$ cat src/hdl/uart_fbaud_consts.svh
`ifndef UART_FBAUD_CONSTS_SVH
`define UART_FBAUD_CONSTS_SVH

// ----------------------------------------------------------------
// Register byte offsets on the AXI4-Lite bus
// ----------------------------------------------------------------
`define AXI_ADDR_W 5
`define OFS_PATH_ENABLES 5'h00
`define OFS_DIV_LOW 5'h04
`define OFS_DIV_MID 5'h08
`define OFS_DIV_HIGH 5'h0C
`define OFS_TX_FRAC_LO 5'h10
`define OFS_TX_FRAC_HI 5'h14
`define OFS_BAUD_STATUS 5'h18

// ----------------------------------------------------------------
// Field positions, widths and reset values
// ----------------------------------------------------------------
`define TX_EN_BIT 0
`define RX_EN_BIT 1
`define DIV_HIGH_W 3
`define REF_CLK_HZ 48000000
`define ENABLES_RST 2'h0
`define DIV_BYTE_RST 8'h00
`define DIV_HIGH_RST 3'h0
`define FRAC_BYTE_RST 8'h00
`define RX_FRAC_PATTERN 16'h0000
`define RESP_OKAY 2'h0
`define RESP_SLVERR 2'h2

`endif

$ cat src/hdl/uart_fbaud_pkg.sv
package uart_fbaud_pkg;

   // ----------------------------------------------------------------
   // Shared types
   // ----------------------------------------------------------------
   typedef logic [7:0] reg_byte_t;
   typedef logic [18:0] divisor_t;
   typedef logic [15:0] frac_pattern_t;
   typedef logic [4:0] reg_addr_t;

   // Write channel sequencing
   typedef enum logic [0:0] {
      WR_WAIT = 1'b0,
      WR_RESP = 1'b1
   } wr_state_t;

   // Read channel sequencing
   typedef enum logic [0:0] {
      RD_IDLE = 1'b0,
      RD_DATA = 1'b1
   } rd_state_t;

endpackage

$ cat src/hdl/baud_tick_gen.sv
`timescale 1ns/10ps
module baud_tick_gen
#(
   parameter int DIV_W = 19,
   parameter int MASK_W = 16,
   parameter int SLOT_W = $clog2(MASK_W)
)
(
   input wire logic clk,
   input wire logic rst_b,
   input wire logic run,
   input wire logic [DIV_W-1:0] divisor,
   input wire logic [MASK_W-1:0] pattern,
   output logic tick_ff,
   output logic [SLOT_W-1:0] slot_ff
);

   logic [DIV_W:0] cnt_ff;
   logic [DIV_W:0] nxt_cnt;
   logic [DIV_W:0] limit;
   logic nxt_tick;
   logic [SLOT_W-1:0] nxt_slot;

   // ----------------------------------------------------------------
   // Bit period counter
   // ----------------------------------------------------------------

   // Period is divisor plus one extra cycle where the pattern bit is set
   assign limit = {1'b0, divisor} + (DIV_W+1)'(pattern[slot_ff]);

   // Count reference cycles, emit one tick per bit period
   always_comb
   begin
      nxt_cnt = cnt_ff;
      nxt_tick = 1'b0;
      nxt_slot = slot_ff;
      if (!run || divisor == '0)
      begin
         nxt_cnt = '0;
         nxt_slot = '0;
      end
      else if (cnt_ff + (DIV_W+1)'(1) >= limit)
      begin
         nxt_cnt = '0;
         nxt_tick = 1'b1;
         nxt_slot = slot_ff + SLOT_W'(1);
      end
      else
      begin
         nxt_cnt = cnt_ff + (DIV_W+1)'(1);
      end
   end

   // Register counter state
   always_ff @(posedge clk or negedge rst_b)
   begin
      if (!rst_b)
      begin
         cnt_ff <= '0;
         tick_ff <= 1'b0;
         slot_ff <= '0;
      end
      else
      begin
         cnt_ff <= nxt_cnt;
         tick_ff <= nxt_tick;
         slot_ff <= nxt_slot;
      end
   end

endmodule

$ cat src/hdl/uart_enable_fractional_baud.sv
// The implementer's own choices: the placing of the registers and the AXI4-Lite slave port.
`timescale 1ns/10ps
`include "uart_fbaud_consts.svh"
module uart_enable_fractional_baud
#(
   parameter int DIV_W = 19,
   parameter int MASK_W = 16
)
(
   input wire logic clk,
   input wire logic rst_b,
   // AXI4-Lite write address
   input wire logic awvalid,
   output logic awready,
   input wire uart_fbaud_pkg::reg_addr_t awaddr,
   input wire logic [2:0] awprot,
   // AXI4-Lite write data
   input wire logic wvalid,
   output logic wready,
   input wire logic [31:0] wdata,
   input wire logic [3:0] wstrb,
   // AXI4-Lite write response
   output logic bvalid,
   input wire logic bready,
   output logic [1:0] bresp,
   // AXI4-Lite read address
   input wire logic arvalid,
   output logic arready,
   input wire uart_fbaud_pkg::reg_addr_t araddr,
   input wire logic [2:0] arprot,
   // AXI4-Lite read data
   output logic rvalid,
   input wire logic rready,
   output logic [31:0] rdata,
   output logic [1:0] rresp,
   // Serial path controls
   output logic tx_enable,
   output logic rx_enable,
   output logic tx_bit_tick,
   output logic rx_bit_tick
);
   import uart_fbaud_pkg::*;

   localparam int SLOT_W = $clog2(MASK_W);

   // ----------------------------------------------------------------
   // Decode helpers
   // ----------------------------------------------------------------

   // True for any address that holds a register
   function automatic logic is_mapped(input reg_addr_t a);
      return a == `OFS_PATH_ENABLES || a == `OFS_DIV_LOW || a == `OFS_DIV_MID ||
             a == `OFS_DIV_HIGH || a == `OFS_TX_FRAC_LO || a == `OFS_TX_FRAC_HI ||
             a == `OFS_BAUD_STATUS;
   endfunction

   // ----------------------------------------------------------------
   // Declarations
   // ----------------------------------------------------------------
   wr_state_t wr_state_ff, nxt_wr_state;
   rd_state_t rd_state_ff, nxt_rd_state;
   logic aw_held_ff, nxt_aw_held;
   logic w_held_ff, nxt_w_held;
   reg_addr_t waddr_ff, nxt_waddr;
   reg_byte_t wbyte_ff, nxt_wbyte;
   logic wlane_ff, nxt_wlane;
   logic awready_ff, nxt_awready;
   logic wready_ff, nxt_wready;
   logic bvalid_ff, nxt_bvalid;
   logic [1:0] bresp_ff, nxt_bresp;
   logic arready_ff, nxt_arready;
   logic rvalid_ff, nxt_rvalid;
   logic [31:0] rdata_ff, nxt_rdata;
   logic [1:0] rresp_ff, nxt_rresp;
   logic [1:0] enables_ff, nxt_enables;
   reg_byte_t div_low_ff, nxt_div_low;
   reg_byte_t div_mid_ff, nxt_div_mid;
   logic [`DIV_HIGH_W-1:0] div_high_ff, nxt_div_high;
   reg_byte_t frac_lo_ff, nxt_frac_lo;
   reg_byte_t frac_hi_ff, nxt_frac_hi;
   divisor_t divisor;
   frac_pattern_t tx_pattern;
   logic tx_tick;
   logic rx_tick;
   logic [SLOT_W-1:0] tx_slot;
   logic [SLOT_W-1:0] rx_slot;
   logic [31:0] read_word;

   // ----------------------------------------------------------------
   // Baud configuration
   // ----------------------------------------------------------------

   // Assemble divisor and transmit pattern from the byte registers
   assign divisor = {div_high_ff, div_mid_ff, div_low_ff};
   assign tx_pattern = {frac_hi_ff, frac_lo_ff};

   // Transmit bit timing, runs only while transmit is enabled
   baud_tick_gen #(
      .DIV_W(DIV_W),
      .MASK_W(MASK_W),
      .SLOT_W(SLOT_W)
   ) u_tx_baud (
      .clk(clk),
      .rst_b(rst_b),
      .run(enables_ff[`TX_EN_BIT]),
      .divisor(divisor),
      .pattern(tx_pattern),
      .tick_ff(tx_tick),
      .slot_ff(tx_slot)
   );

   // Receive bit timing, runs only while receive is enabled
   baud_tick_gen #(
      .DIV_W(DIV_W),
      .MASK_W(MASK_W),
      .SLOT_W(SLOT_W)
   ) u_rx_baud (
      .clk(clk),
      .rst_b(rst_b),
      .run(enables_ff[`RX_EN_BIT]),
      .divisor(divisor),
      .pattern(`RX_FRAC_PATTERN),
      .tick_ff(rx_tick),
      .slot_ff(rx_slot)
   );

   // ----------------------------------------------------------------
   // Write channel and register file
   // ----------------------------------------------------------------

   // Accept address and data in any order, then update and respond
   always_comb
   begin
      nxt_wr_state = wr_state_ff;
      nxt_aw_held = aw_held_ff;
      nxt_w_held = w_held_ff;
      nxt_waddr = waddr_ff;
      nxt_wbyte = wbyte_ff;
      nxt_wlane = wlane_ff;
      nxt_bvalid = bvalid_ff;
      nxt_bresp = bresp_ff;
      nxt_enables = enables_ff;
      nxt_div_low = div_low_ff;
      nxt_div_mid = div_mid_ff;
      nxt_div_high = div_high_ff;
      nxt_frac_lo = frac_lo_ff;
      nxt_frac_hi = frac_hi_ff;
      if (awvalid && awready_ff)
      begin
         nxt_aw_held = 1'b1;
         nxt_waddr = awaddr;
      end
      if (wvalid && wready_ff)
      begin
         nxt_w_held = 1'b1;
         nxt_wbyte = wdata[7:0];
         nxt_wlane = wstrb[0];
      end
      unique case (wr_state_ff)
         WR_WAIT:
         begin
            if (aw_held_ff && w_held_ff)
            begin
               nxt_aw_held = 1'b0;
               nxt_w_held = 1'b0;
               nxt_bvalid = 1'b1;
               nxt_bresp = is_mapped(waddr_ff) ? `RESP_OKAY : `RESP_SLVERR;
               nxt_wr_state = WR_RESP;
               if (wlane_ff)
               begin
                  // Only defined bits are stored; reserved bits read zero
                  unique case (waddr_ff)
                     `OFS_PATH_ENABLES: nxt_enables = wbyte_ff[1:0];
                     `OFS_DIV_LOW: nxt_div_low = wbyte_ff;
                     `OFS_DIV_MID: nxt_div_mid = wbyte_ff;
                     `OFS_DIV_HIGH: nxt_div_high = wbyte_ff[`DIV_HIGH_W-1:0];
                     `OFS_TX_FRAC_LO: nxt_frac_lo = wbyte_ff;
                     `OFS_TX_FRAC_HI: nxt_frac_hi = wbyte_ff;
                     default: nxt_enables = enables_ff;
                  endcase
               end
            end
         end
         WR_RESP:
         begin
            if (bready)
            begin
               nxt_bvalid = 1'b0;
               nxt_wr_state = WR_WAIT;
            end
         end
      endcase
      nxt_awready = (nxt_wr_state == WR_WAIT) && !nxt_aw_held;
      nxt_wready = (nxt_wr_state == WR_WAIT) && !nxt_w_held;
   end

   // Register write channel and configuration
   always_ff @(posedge clk or negedge rst_b)
   begin
      if (!rst_b)
      begin
         wr_state_ff <= WR_WAIT;
         aw_held_ff <= 1'b0;
         w_held_ff <= 1'b0;
         waddr_ff <= '0;
         wbyte_ff <= `DIV_BYTE_RST;
         wlane_ff <= 1'b0;
         awready_ff <= 1'b0;
         wready_ff <= 1'b0;
         bvalid_ff <= 1'b0;
         bresp_ff <= `RESP_OKAY;
         enables_ff <= `ENABLES_RST;
         div_low_ff <= `DIV_BYTE_RST;
         div_mid_ff <= `DIV_BYTE_RST;
         div_high_ff <= `DIV_HIGH_RST;
         frac_lo_ff <= `FRAC_BYTE_RST;
         frac_hi_ff <= `FRAC_BYTE_RST;
      end
      else
      begin
         wr_state_ff <= nxt_wr_state;
         aw_held_ff <= nxt_aw_held;
         w_held_ff <= nxt_w_held;
         waddr_ff <= nxt_waddr;
         wbyte_ff <= nxt_wbyte;
         wlane_ff <= nxt_wlane;
         awready_ff <= nxt_awready;
         wready_ff <= nxt_wready;
         bvalid_ff <= nxt_bvalid;
         bresp_ff <= nxt_bresp;
         enables_ff <= nxt_enables;
         div_low_ff <= nxt_div_low;
         div_mid_ff <= nxt_div_mid;
         div_high_ff <= nxt_div_high;
         frac_lo_ff <= nxt_frac_lo;
         frac_hi_ff <= nxt_frac_hi;
      end
   end

   // ----------------------------------------------------------------
   // Read channel
   // ----------------------------------------------------------------

   // Read data selection, status shows live generator state
   always_comb
   begin
      read_word = '0;
      unique case (araddr)
         `OFS_PATH_ENABLES: read_word[1:0] = enables_ff;
         `OFS_DIV_LOW: read_word[7:0] = div_low_ff;
         `OFS_DIV_MID: read_word[7:0] = div_mid_ff;
         `OFS_DIV_HIGH: read_word[`DIV_HIGH_W-1:0] = div_high_ff;
         `OFS_TX_FRAC_LO: read_word[7:0] = frac_lo_ff;
         `OFS_TX_FRAC_HI: read_word[7:0] = frac_hi_ff;
         `OFS_BAUD_STATUS: read_word[7:0] = {tx_slot, rx_slot};
         default: read_word = '0;
      endcase
   end

   // One read at a time, answered the cycle after it is taken
   always_comb
   begin
      nxt_rd_state = rd_state_ff;
      nxt_arready = arready_ff;
      nxt_rvalid = rvalid_ff;
      nxt_rdata = rdata_ff;
      nxt_rresp = rresp_ff;
      unique case (rd_state_ff)
         RD_IDLE:
         begin
            nxt_arready = 1'b1;
            if (arvalid && arready_ff)
            begin
               nxt_arready = 1'b0;
               nxt_rvalid = 1'b1;
               nxt_rdata = read_word;
               nxt_rresp = is_mapped(araddr) ? `RESP_OKAY : `RESP_SLVERR;
               nxt_rd_state = RD_DATA;
            end
         end
         RD_DATA:
         begin
            if (rready)
            begin
               nxt_rvalid = 1'b0;
               nxt_arready = 1'b1;
               nxt_rd_state = RD_IDLE;
            end
         end
      endcase
   end

   // Register read channel
   always_ff @(posedge clk or negedge rst_b)
   begin
      if (!rst_b)
      begin
         rd_state_ff <= RD_IDLE;
         arready_ff <= 1'b0;
         rvalid_ff <= 1'b0;
         rdata_ff <= '0;
         rresp_ff <= `RESP_OKAY;
      end
      else
      begin
         rd_state_ff <= nxt_rd_state;
         arready_ff <= nxt_arready;
         rvalid_ff <= nxt_rvalid;
         rdata_ff <= nxt_rdata;
         rresp_ff <= nxt_rresp;
      end
   end

   // ----------------------------------------------------------------
   // Outputs
   // ----------------------------------------------------------------

   // All outputs come from flip-flops
   assign awready = awready_ff;
   assign wready = wready_ff;
   assign bvalid = bvalid_ff;
   assign bresp = bresp_ff;
   assign arready = arready_ff;
   assign rvalid = rvalid_ff;
   assign rdata = rdata_ff;
   assign rresp = rresp_ff;
   assign tx_enable = enables_ff[`TX_EN_BIT];
   assign rx_enable = enables_ff[`RX_EN_BIT];
   assign tx_bit_tick = tx_tick;
   assign rx_bit_tick = rx_tick;

endmodule

$ cat config.mk
export PLATFORM = sky130hd
export DESIGN_NAME = uart_enable_fractional_baud
export DESIGN_NICKNAME = d
export VERILOG_FILES = /design/src/hdl/uart_fbaud_pkg.sv /design/src/hdl/baud_tick_gen.sv /design/src/hdl/uart_enable_fractional_baud.sv
export VERILOG_INCLUDE_DIRS = /design/src /design/src/hdl
export SDC_FILE = /design/constraint.sdc
export NUM_CORES = 1
export LEC_CHECK = 0
export ABC_CLOCK_PERIOD_IN_PS = 7700
export BUFFER_PORTS_ARGS = -buffer_cell sky130_fd_sc_hd__buf_2
export CORE_AREA = 2 2 145 147
export CTS_CLUSTER_DIAMETER = 100
export DETAILED_ROUTE_END_ITERATION = 10
export DIE_AREA = 0 0 147 149
export PLACE_DENSITY_LB_ADDON = 0.3
export SYNTH_ARGS = -nofsm -noshare
export SYNTH_HDL_FRONTEND = slang
export SYNTH_SLANG_ARGS = --single-unit
$ cat constraint.sdc
create_clock -name clk -period 7.7 [get_ports clk]
set_input_delay 1.54 -clock clk [delete_from_list [all_inputs] [get_ports clk]]
set_output_delay 1.54 -clock clk [all_outputs]
set_load 0.1 [all_outputs]
# Word-level counts from Yosys, hierarchy flattened
# Memory sizes are Yosys's and may differ from the RTL's.
# Index checks and enable logic that the tools add are counted.
classes:
  add_sub_neg: 6
  mul: 0
  div_mod_pow: 0
  order_cmp: 4
  eq_ne: 16
  shift: 0
  mux: 41
  bitwise_logic: 3
  n_reduce_logical: 39
ops:
  columns: ["operator", "count"]
  rows:
  - ["$mux 20", 4]
  - ["$add 19x1->20", 2]
  - ["$add 20x1->20 const B", 2]
  - ["$ge 20x20->1", 2]
  - ["$eq 5x5->1 const B", 6]
  - ["$pmux 5 s5", 1]
  - ["$reduce_and 4->1", 6]
  - ["$mux 1", 22]
  - ["$eq 5x4->1 const B", 4]
  - ["$logic_not 19->1", 1]
  - ["$mux 4", 4]
  - ["$logic_or 1x1->1", 14]
  - ["$pmux 2 s7", 1]
  - ["$eq 5x3->1 const B", 2]
  - ["$logic_not 5->1", 2]
  - ["$lt 4x5->1 const B", 2]
  - ["$pmux 1 s2", 5]
  - ["$add 4x1->4 const B", 2]
  - ["$ne 2x2->1 const B", 4]
  - ["$reduce_and 2->1", 4]
  - ["$logic_and 1x1->1", 6]
  - ["$pmux 1 s6", 1]
  - ["$bmux 1 s4", 1]
  - ["$logic_not 1->1", 4]
  - ["3 further kinds", 7]
totals:
  reg_bits: 122
  latchBits: 0
  ramBits: 0
  romBits: 16
  input_bits: 59
  out_inout_bits: 45
  word_cells: 137
  mem_count: 1
memory_table:
  columns: ["memory", "depth", "width", "rd", "rd_ports_with_merged_regs", "write_ports", "line_no", "source"]
  rows:
  - ["(name not given)", 16, 1, 1, 0, 0, "baud_tick_gen.sv:29", "assign limit = {1'b0, divisor} + (DIV_W+1)'(pattern[slot_ff]);"]

# Logic depth before layout (Yosys ltp)
logic_depth:
  ltp_word: 8
  ltp_mapped: 17
  mapped_depth_nobuf: 15

# Modules after synthesis
# A second synthesis with hierarchy kept.
unflattened:
  hier_cells: 704
  area_unflattened_um2: 7611.0
modules_own_cells:
  columns: ["mod", "instances", "cells_each", "area_each_um2", "seq_area_each_um2"]
  rows:
  - ["uart_enable_fractional_baud", 1, 269, 3330.7, 1751.7]
  - ["baud_tick_gen at u_rx_baud", 1, 219, 2147.1, 625.6]
  - ["baud_tick_gen at u_tx_baud", 1, 216, 2133.3, 625.6]

# Worst setup path before layout
# No wires, ideal clock.
synth_path:
  kind: "register -> register"
  start: "register u_tx_baud.slot_ff[0]"
  end: "register u_tx_baud.slot_ff[3]"
  setup_ns: 0.083
  t_arrival_ns: 4.090
  t_required_ns: 7.617
  slack_ns: 3.528
  stages_incl_launch_ff: 17
  cell_sequence: "dfrtp_1 > clkbuf_1 > mux4_2 > mux4_2 > ha_1 > and3_1 > nand3_1 > or3_1 > nor4_1 > xnor2_1 > ha_1 > nand4_1 > or2_1 > nor4_2 > a2111oi_2 > a2111o_1 > o21ai_0"
synth_between:
  elab_chain_cells: 5
  word_cells_on_any_way: 8
synth_lines:
  columns: ["element", "line_no", "source"]
  rows:
  - ["from (decl)", "baud_tick_gen.sv:15", "output logic [SLOT_W-1:0] slot_ff"]
  - ["from (signal assigned)", "baud_tick_gen.sv:67", "slot_ff <= nxt_slot;"]
  - ["$bmux 1 s4", "baud_tick_gen.sv:29", null]
  - ["$mux 1 (implied by the code)", "baud_tick_gen.sv:29", null]
  - ["$add 19x1->20", "baud_tick_gen.sv:29", null]
  - ["$ge 20x20->1", "baud_tick_gen.sv:42", "else if (cnt_ff + (DIV_W+1)'(1) >= limit)"]
  - ["$reduce_bool 2->1 (no source line)", null, null]
# Parallel ways exist; a longest one is shown, timed or not. The select of a mux whose other input is x is not followed.
# A chain may end at the register's enable or synchronous reset.

# Worst setup path in the final report
layout_path:
  start: "register u_tx_baud.slot_ff[0]"
  end: "register u_tx_baud.cnt_ff[8]"
layout_between:
  elab_chain_cells: 6
layout_lines:
  columns: ["element", "line_no", "source"]
  rows:
  - ["$bmux 1 s4", "baud_tick_gen.sv:29", null]
  - ["$mux 1 (implied by the code)", "baud_tick_gen.sv:29", null]
  - ["$add 19x1->20", "baud_tick_gen.sv:29", null]
  - ["$ge 20x20->1", "baud_tick_gen.sv:42", null]
  - ["$mux 20", "baud_tick_gen.sv:42", null]
  - ["$mux 20", "baud_tick_gen.sv:37", "if (!run || divisor == '0)"]
  - ["net u_tx_baud.nxt_cnt[8]", "baud_tick_gen.sv:19", "logic [DIV_W:0] nxt_cnt;"]
  - ["to (signal assigned)", "baud_tick_gen.sv:65", "cnt_ff <= nxt_cnt;"]
  - ["to (decl)", "baud_tick_gen.sv:18", "logic [DIV_W:0] cnt_ff;"]
# The timed path passes the listed nets, and every way through them passes these cells. The select of a mux whose other input is x is not followed.

==> qor.csv <==
metric,value,unit
crit path max fanout,20,
Final Non-Filler Cells,1000,
Total GRT Usage,15.10,%
worst-margin pin slew,0.9242,ns
top post-synthesis cells by area,"dfrtp_1 43%, mux2_2 8.9%, ha_1 8.0%",
nets,817,
Clock Skews,0.01129,ns
crit share post-route,66.23,%
initial core utilization,34.29,%
Worst-path clk slew,0.06,ns
Die Span Y,149,um
FF+latch area,3003,um2
Post-CTS Hold Buffers,0,
unrepaired setup endpoints after global routing,no,
HP Start,wr_state_ff,
MaxCap Viol Count,0,
initial antenna violation count,1,
Critical Path End Type,flop,
"commonest non-fill, non-tap cell in the layout",dfrtp_1,
Reg2Reg Depth,15,
Ys Warns,0,
Placed Cells,969,
Hold Crit Class,reg -> reg,
post-synth cell types,61,
post-synthesis compound-gate area fraction,8.218,%
Sinks on Clock Net,120,
number of I/O port buffers,44,
CP startpoint,u_tx_baud.slot_ff[0],
CTS tree,built,
Setup-failing EPs final,0,
Clock Tree Buf Depth,2,
pwr dens,350.2,nW/um2
XOR/XNOR share of the synthesized area,6.940,%
"Primary FF master, synth",dfrtp_1,
CTS Buf Count,17,
"Clk Latency, worst-skew pair",0.42,ns
DR DRC count,0,
Worst Path Arrival,5.42,ns
peak supply drop,0.2285,mV
Fill cells,2067,
Post-DP Area,7455,um2
drt first pass iters,4,
Multi-input gate area,3769,um2
number of global-route vias before repair,4894,
largest net degree at the start of global routing,74,
FP Rows,53,
max-slew violations,0,
Avg WL per Cell,15.68,um
GRT overflow,0,
first-pass GRT wire length,25850,um
Worst setup SP type,flop,
final hold viol count,0,
Worst Hold Depth,1,
Synth async-reset ratio,100.0,%
Synth Area in Adders,7.987,%
H-tree depth,4,
highest-count cells in the layout ignoring fill and taps,"120 x dfrtp_1, 56 x mux2_2, 46 x nand2_1",
Placer Congestion,0.8536,
FF-to-FF Start,u_tx_baud.slot_ff[0],
vias per inst,4.911,
share of layout cells above drive strength 1,20.69,%
Post-DP HPWL,11670,um
Ports,104,
Area growth syn-to-layout,13.74,%
Rel. slew slack,38.39,%
"Design Area, Final",8018,um2
cells after synthesis,665,
worst hold endpoint,bvalid,
outcome,"finished, final reports clean",
Synth top area share,42.60,%
vias after detailed routing,4911,
syn_area_per_cell,10.60,um2
Seq cells post-synth,120,
largest family of logic cells by synthesized area,simple AND/OR/NAND/NOR gates,
post-synthesis cell area,7049,um2
"Min Clock Period, post-route",5.100,ns
largest area contributor in the netlist,dfrtp_1,
Max Fclk,0.1961,GHz
WL final,15680,um
r2r setup slk,2.60,ns
# Post-CTS Setup Buffers,0,
simple logic cell fraction of the synthesized area,17.16,%
Die Footprint,21900,um2
Die Span X,147,um
core area,20560,um2
DRT antenna net count,0,
CP Class,reg -> reg,
worst reg2reg endpoint,u_tx_baud.cnt_ff[8],
sequential area share after synthesis,42.60,%
mux share of post-synthesis cell area,11.71,%
n_diodes,0,
Root Buffer,clkbuf_16,
Leakage Power,0.003613,uW
Iteration-0 DRC Markers,266,
final setup TNS,0,ns
CP required,8.02,ns
PostCTS Resize Cnt,0,
Post-synth EDFFs,0,
## where the power goes
part,internal (uW),switching [uW]
registers,774,207
logic,371,685
clock network,474,297
## area by class of cell
cell class | instances | share of cell area [%]
clock inverters | 11 | 1.576
flip-flops and latches | 120 | 37.45
clock buffers | 20 | 5.446
multi-input cells | 500 | 47.00
inverters | 29 | 1.358
well taps | 275 | 4.292
repair buffers | 45 | 2.871
## sequential cells by signal (all words and copies together) (netlist names), 4 cells and up
register           cells
div_low_ff             8
div_mid_ff             8
frac_hi_ff             8
frac_lo_ff             8
rdata                  8
u_rx_baud.cnt_ff      20
u_rx_baud.slot_ff      4
u_tx_baud.cnt_ff      20
u_tx_baud.slot_ff      4
waddr_ff               5
wbyte_ff               8
## synth_stat cells (8+ instances only)
library cell,instances
nor2_1,25
buf_4,26
inv_1,29
xnor2_1,42
nand4_1,15
and3_1,8
ha_1,45
nor3_1,13
clkbuf_1,12
dfrtp_1,120
nand3_1,30
nand2_1,46
xor2_1,12
o21ai_0,24
mux2_2,56
nor2b_1,36
a21oi_1,27
## layer usage
| layer | share of wire, % | vias up | global-route usage (%) |
|---|---|---|---|
| li1 | - | 2421 | - |
| met1 | 46 | 2392 | 19.39 |
| met2 | 48 | 82 | 25.21 |
| met3 | 3.5 | 16 | 3.670 |
| met4 | 1.5 | 0 | 4.904 |
| met5 | 0 | - | 0 |
## worst max-delay path, cell delays in order (launching register included)
cell,delay (ns)
dfrtp_1,0.61
mux4_2,0.58
mux4_2,0.51
ha_1,0.22
and3_1,0.18
nand3_1,0.11
or3_1,0.19
nor2_1,0.07
xnor2_1,0.18
ha_1,0.27
a21o_1,0.18
nand3_1,0.07
a21oi_1,0.11
a2111oi_2,0.65
nand3_1,0.72
nor2b_1,0.31
## logic make-up after synthesis
logic type,count (synthesis)
other,1
DFF,120
AOI/OAI and AO/OA,89
muxes,68
adders and majority gates,45
buffers and inverters,71
xor gates and xnor gates,55
and+or+nand+nor,216
## per-stage QoR
stage          worst slack (ns)  total power [uW]  utilization, %  hold slack [ns]
6_report                  2.600              2808           39.00           0.4762
2_1_floorplan             3.528              1781               -           0.4408
4_1_cts                   2.597              2828           39.00           0.4759
5_1_grt                   2.199              2973           39.00           0.5070
3_5_place_dp              2.598              2050           36.26           0.4648
3_3_place_gp              2.688              2028           36.26           0.4601
## how the worst max path moves through the flow
stage / end / slack [ns] / cells after the start
after floorplan: u_tx_baud.slot_ff[3] / 3.53 / 16
after global placement: u_tx_baud.cnt_ff[17] / 2.69 / 15
after detailed placement: u_tx_baud.cnt_ff[8] / 2.60 / 15
after CTS: u_tx_baud.cnt_ff[8] / 2.60 / 15
after global routing: u_tx_baud.cnt_ff[18] / 2.20 / 15
final: u_tx_baud.cnt_ff[8] / 2.60 / 15
Note: power is estimated with default switching activity, not from simulation.
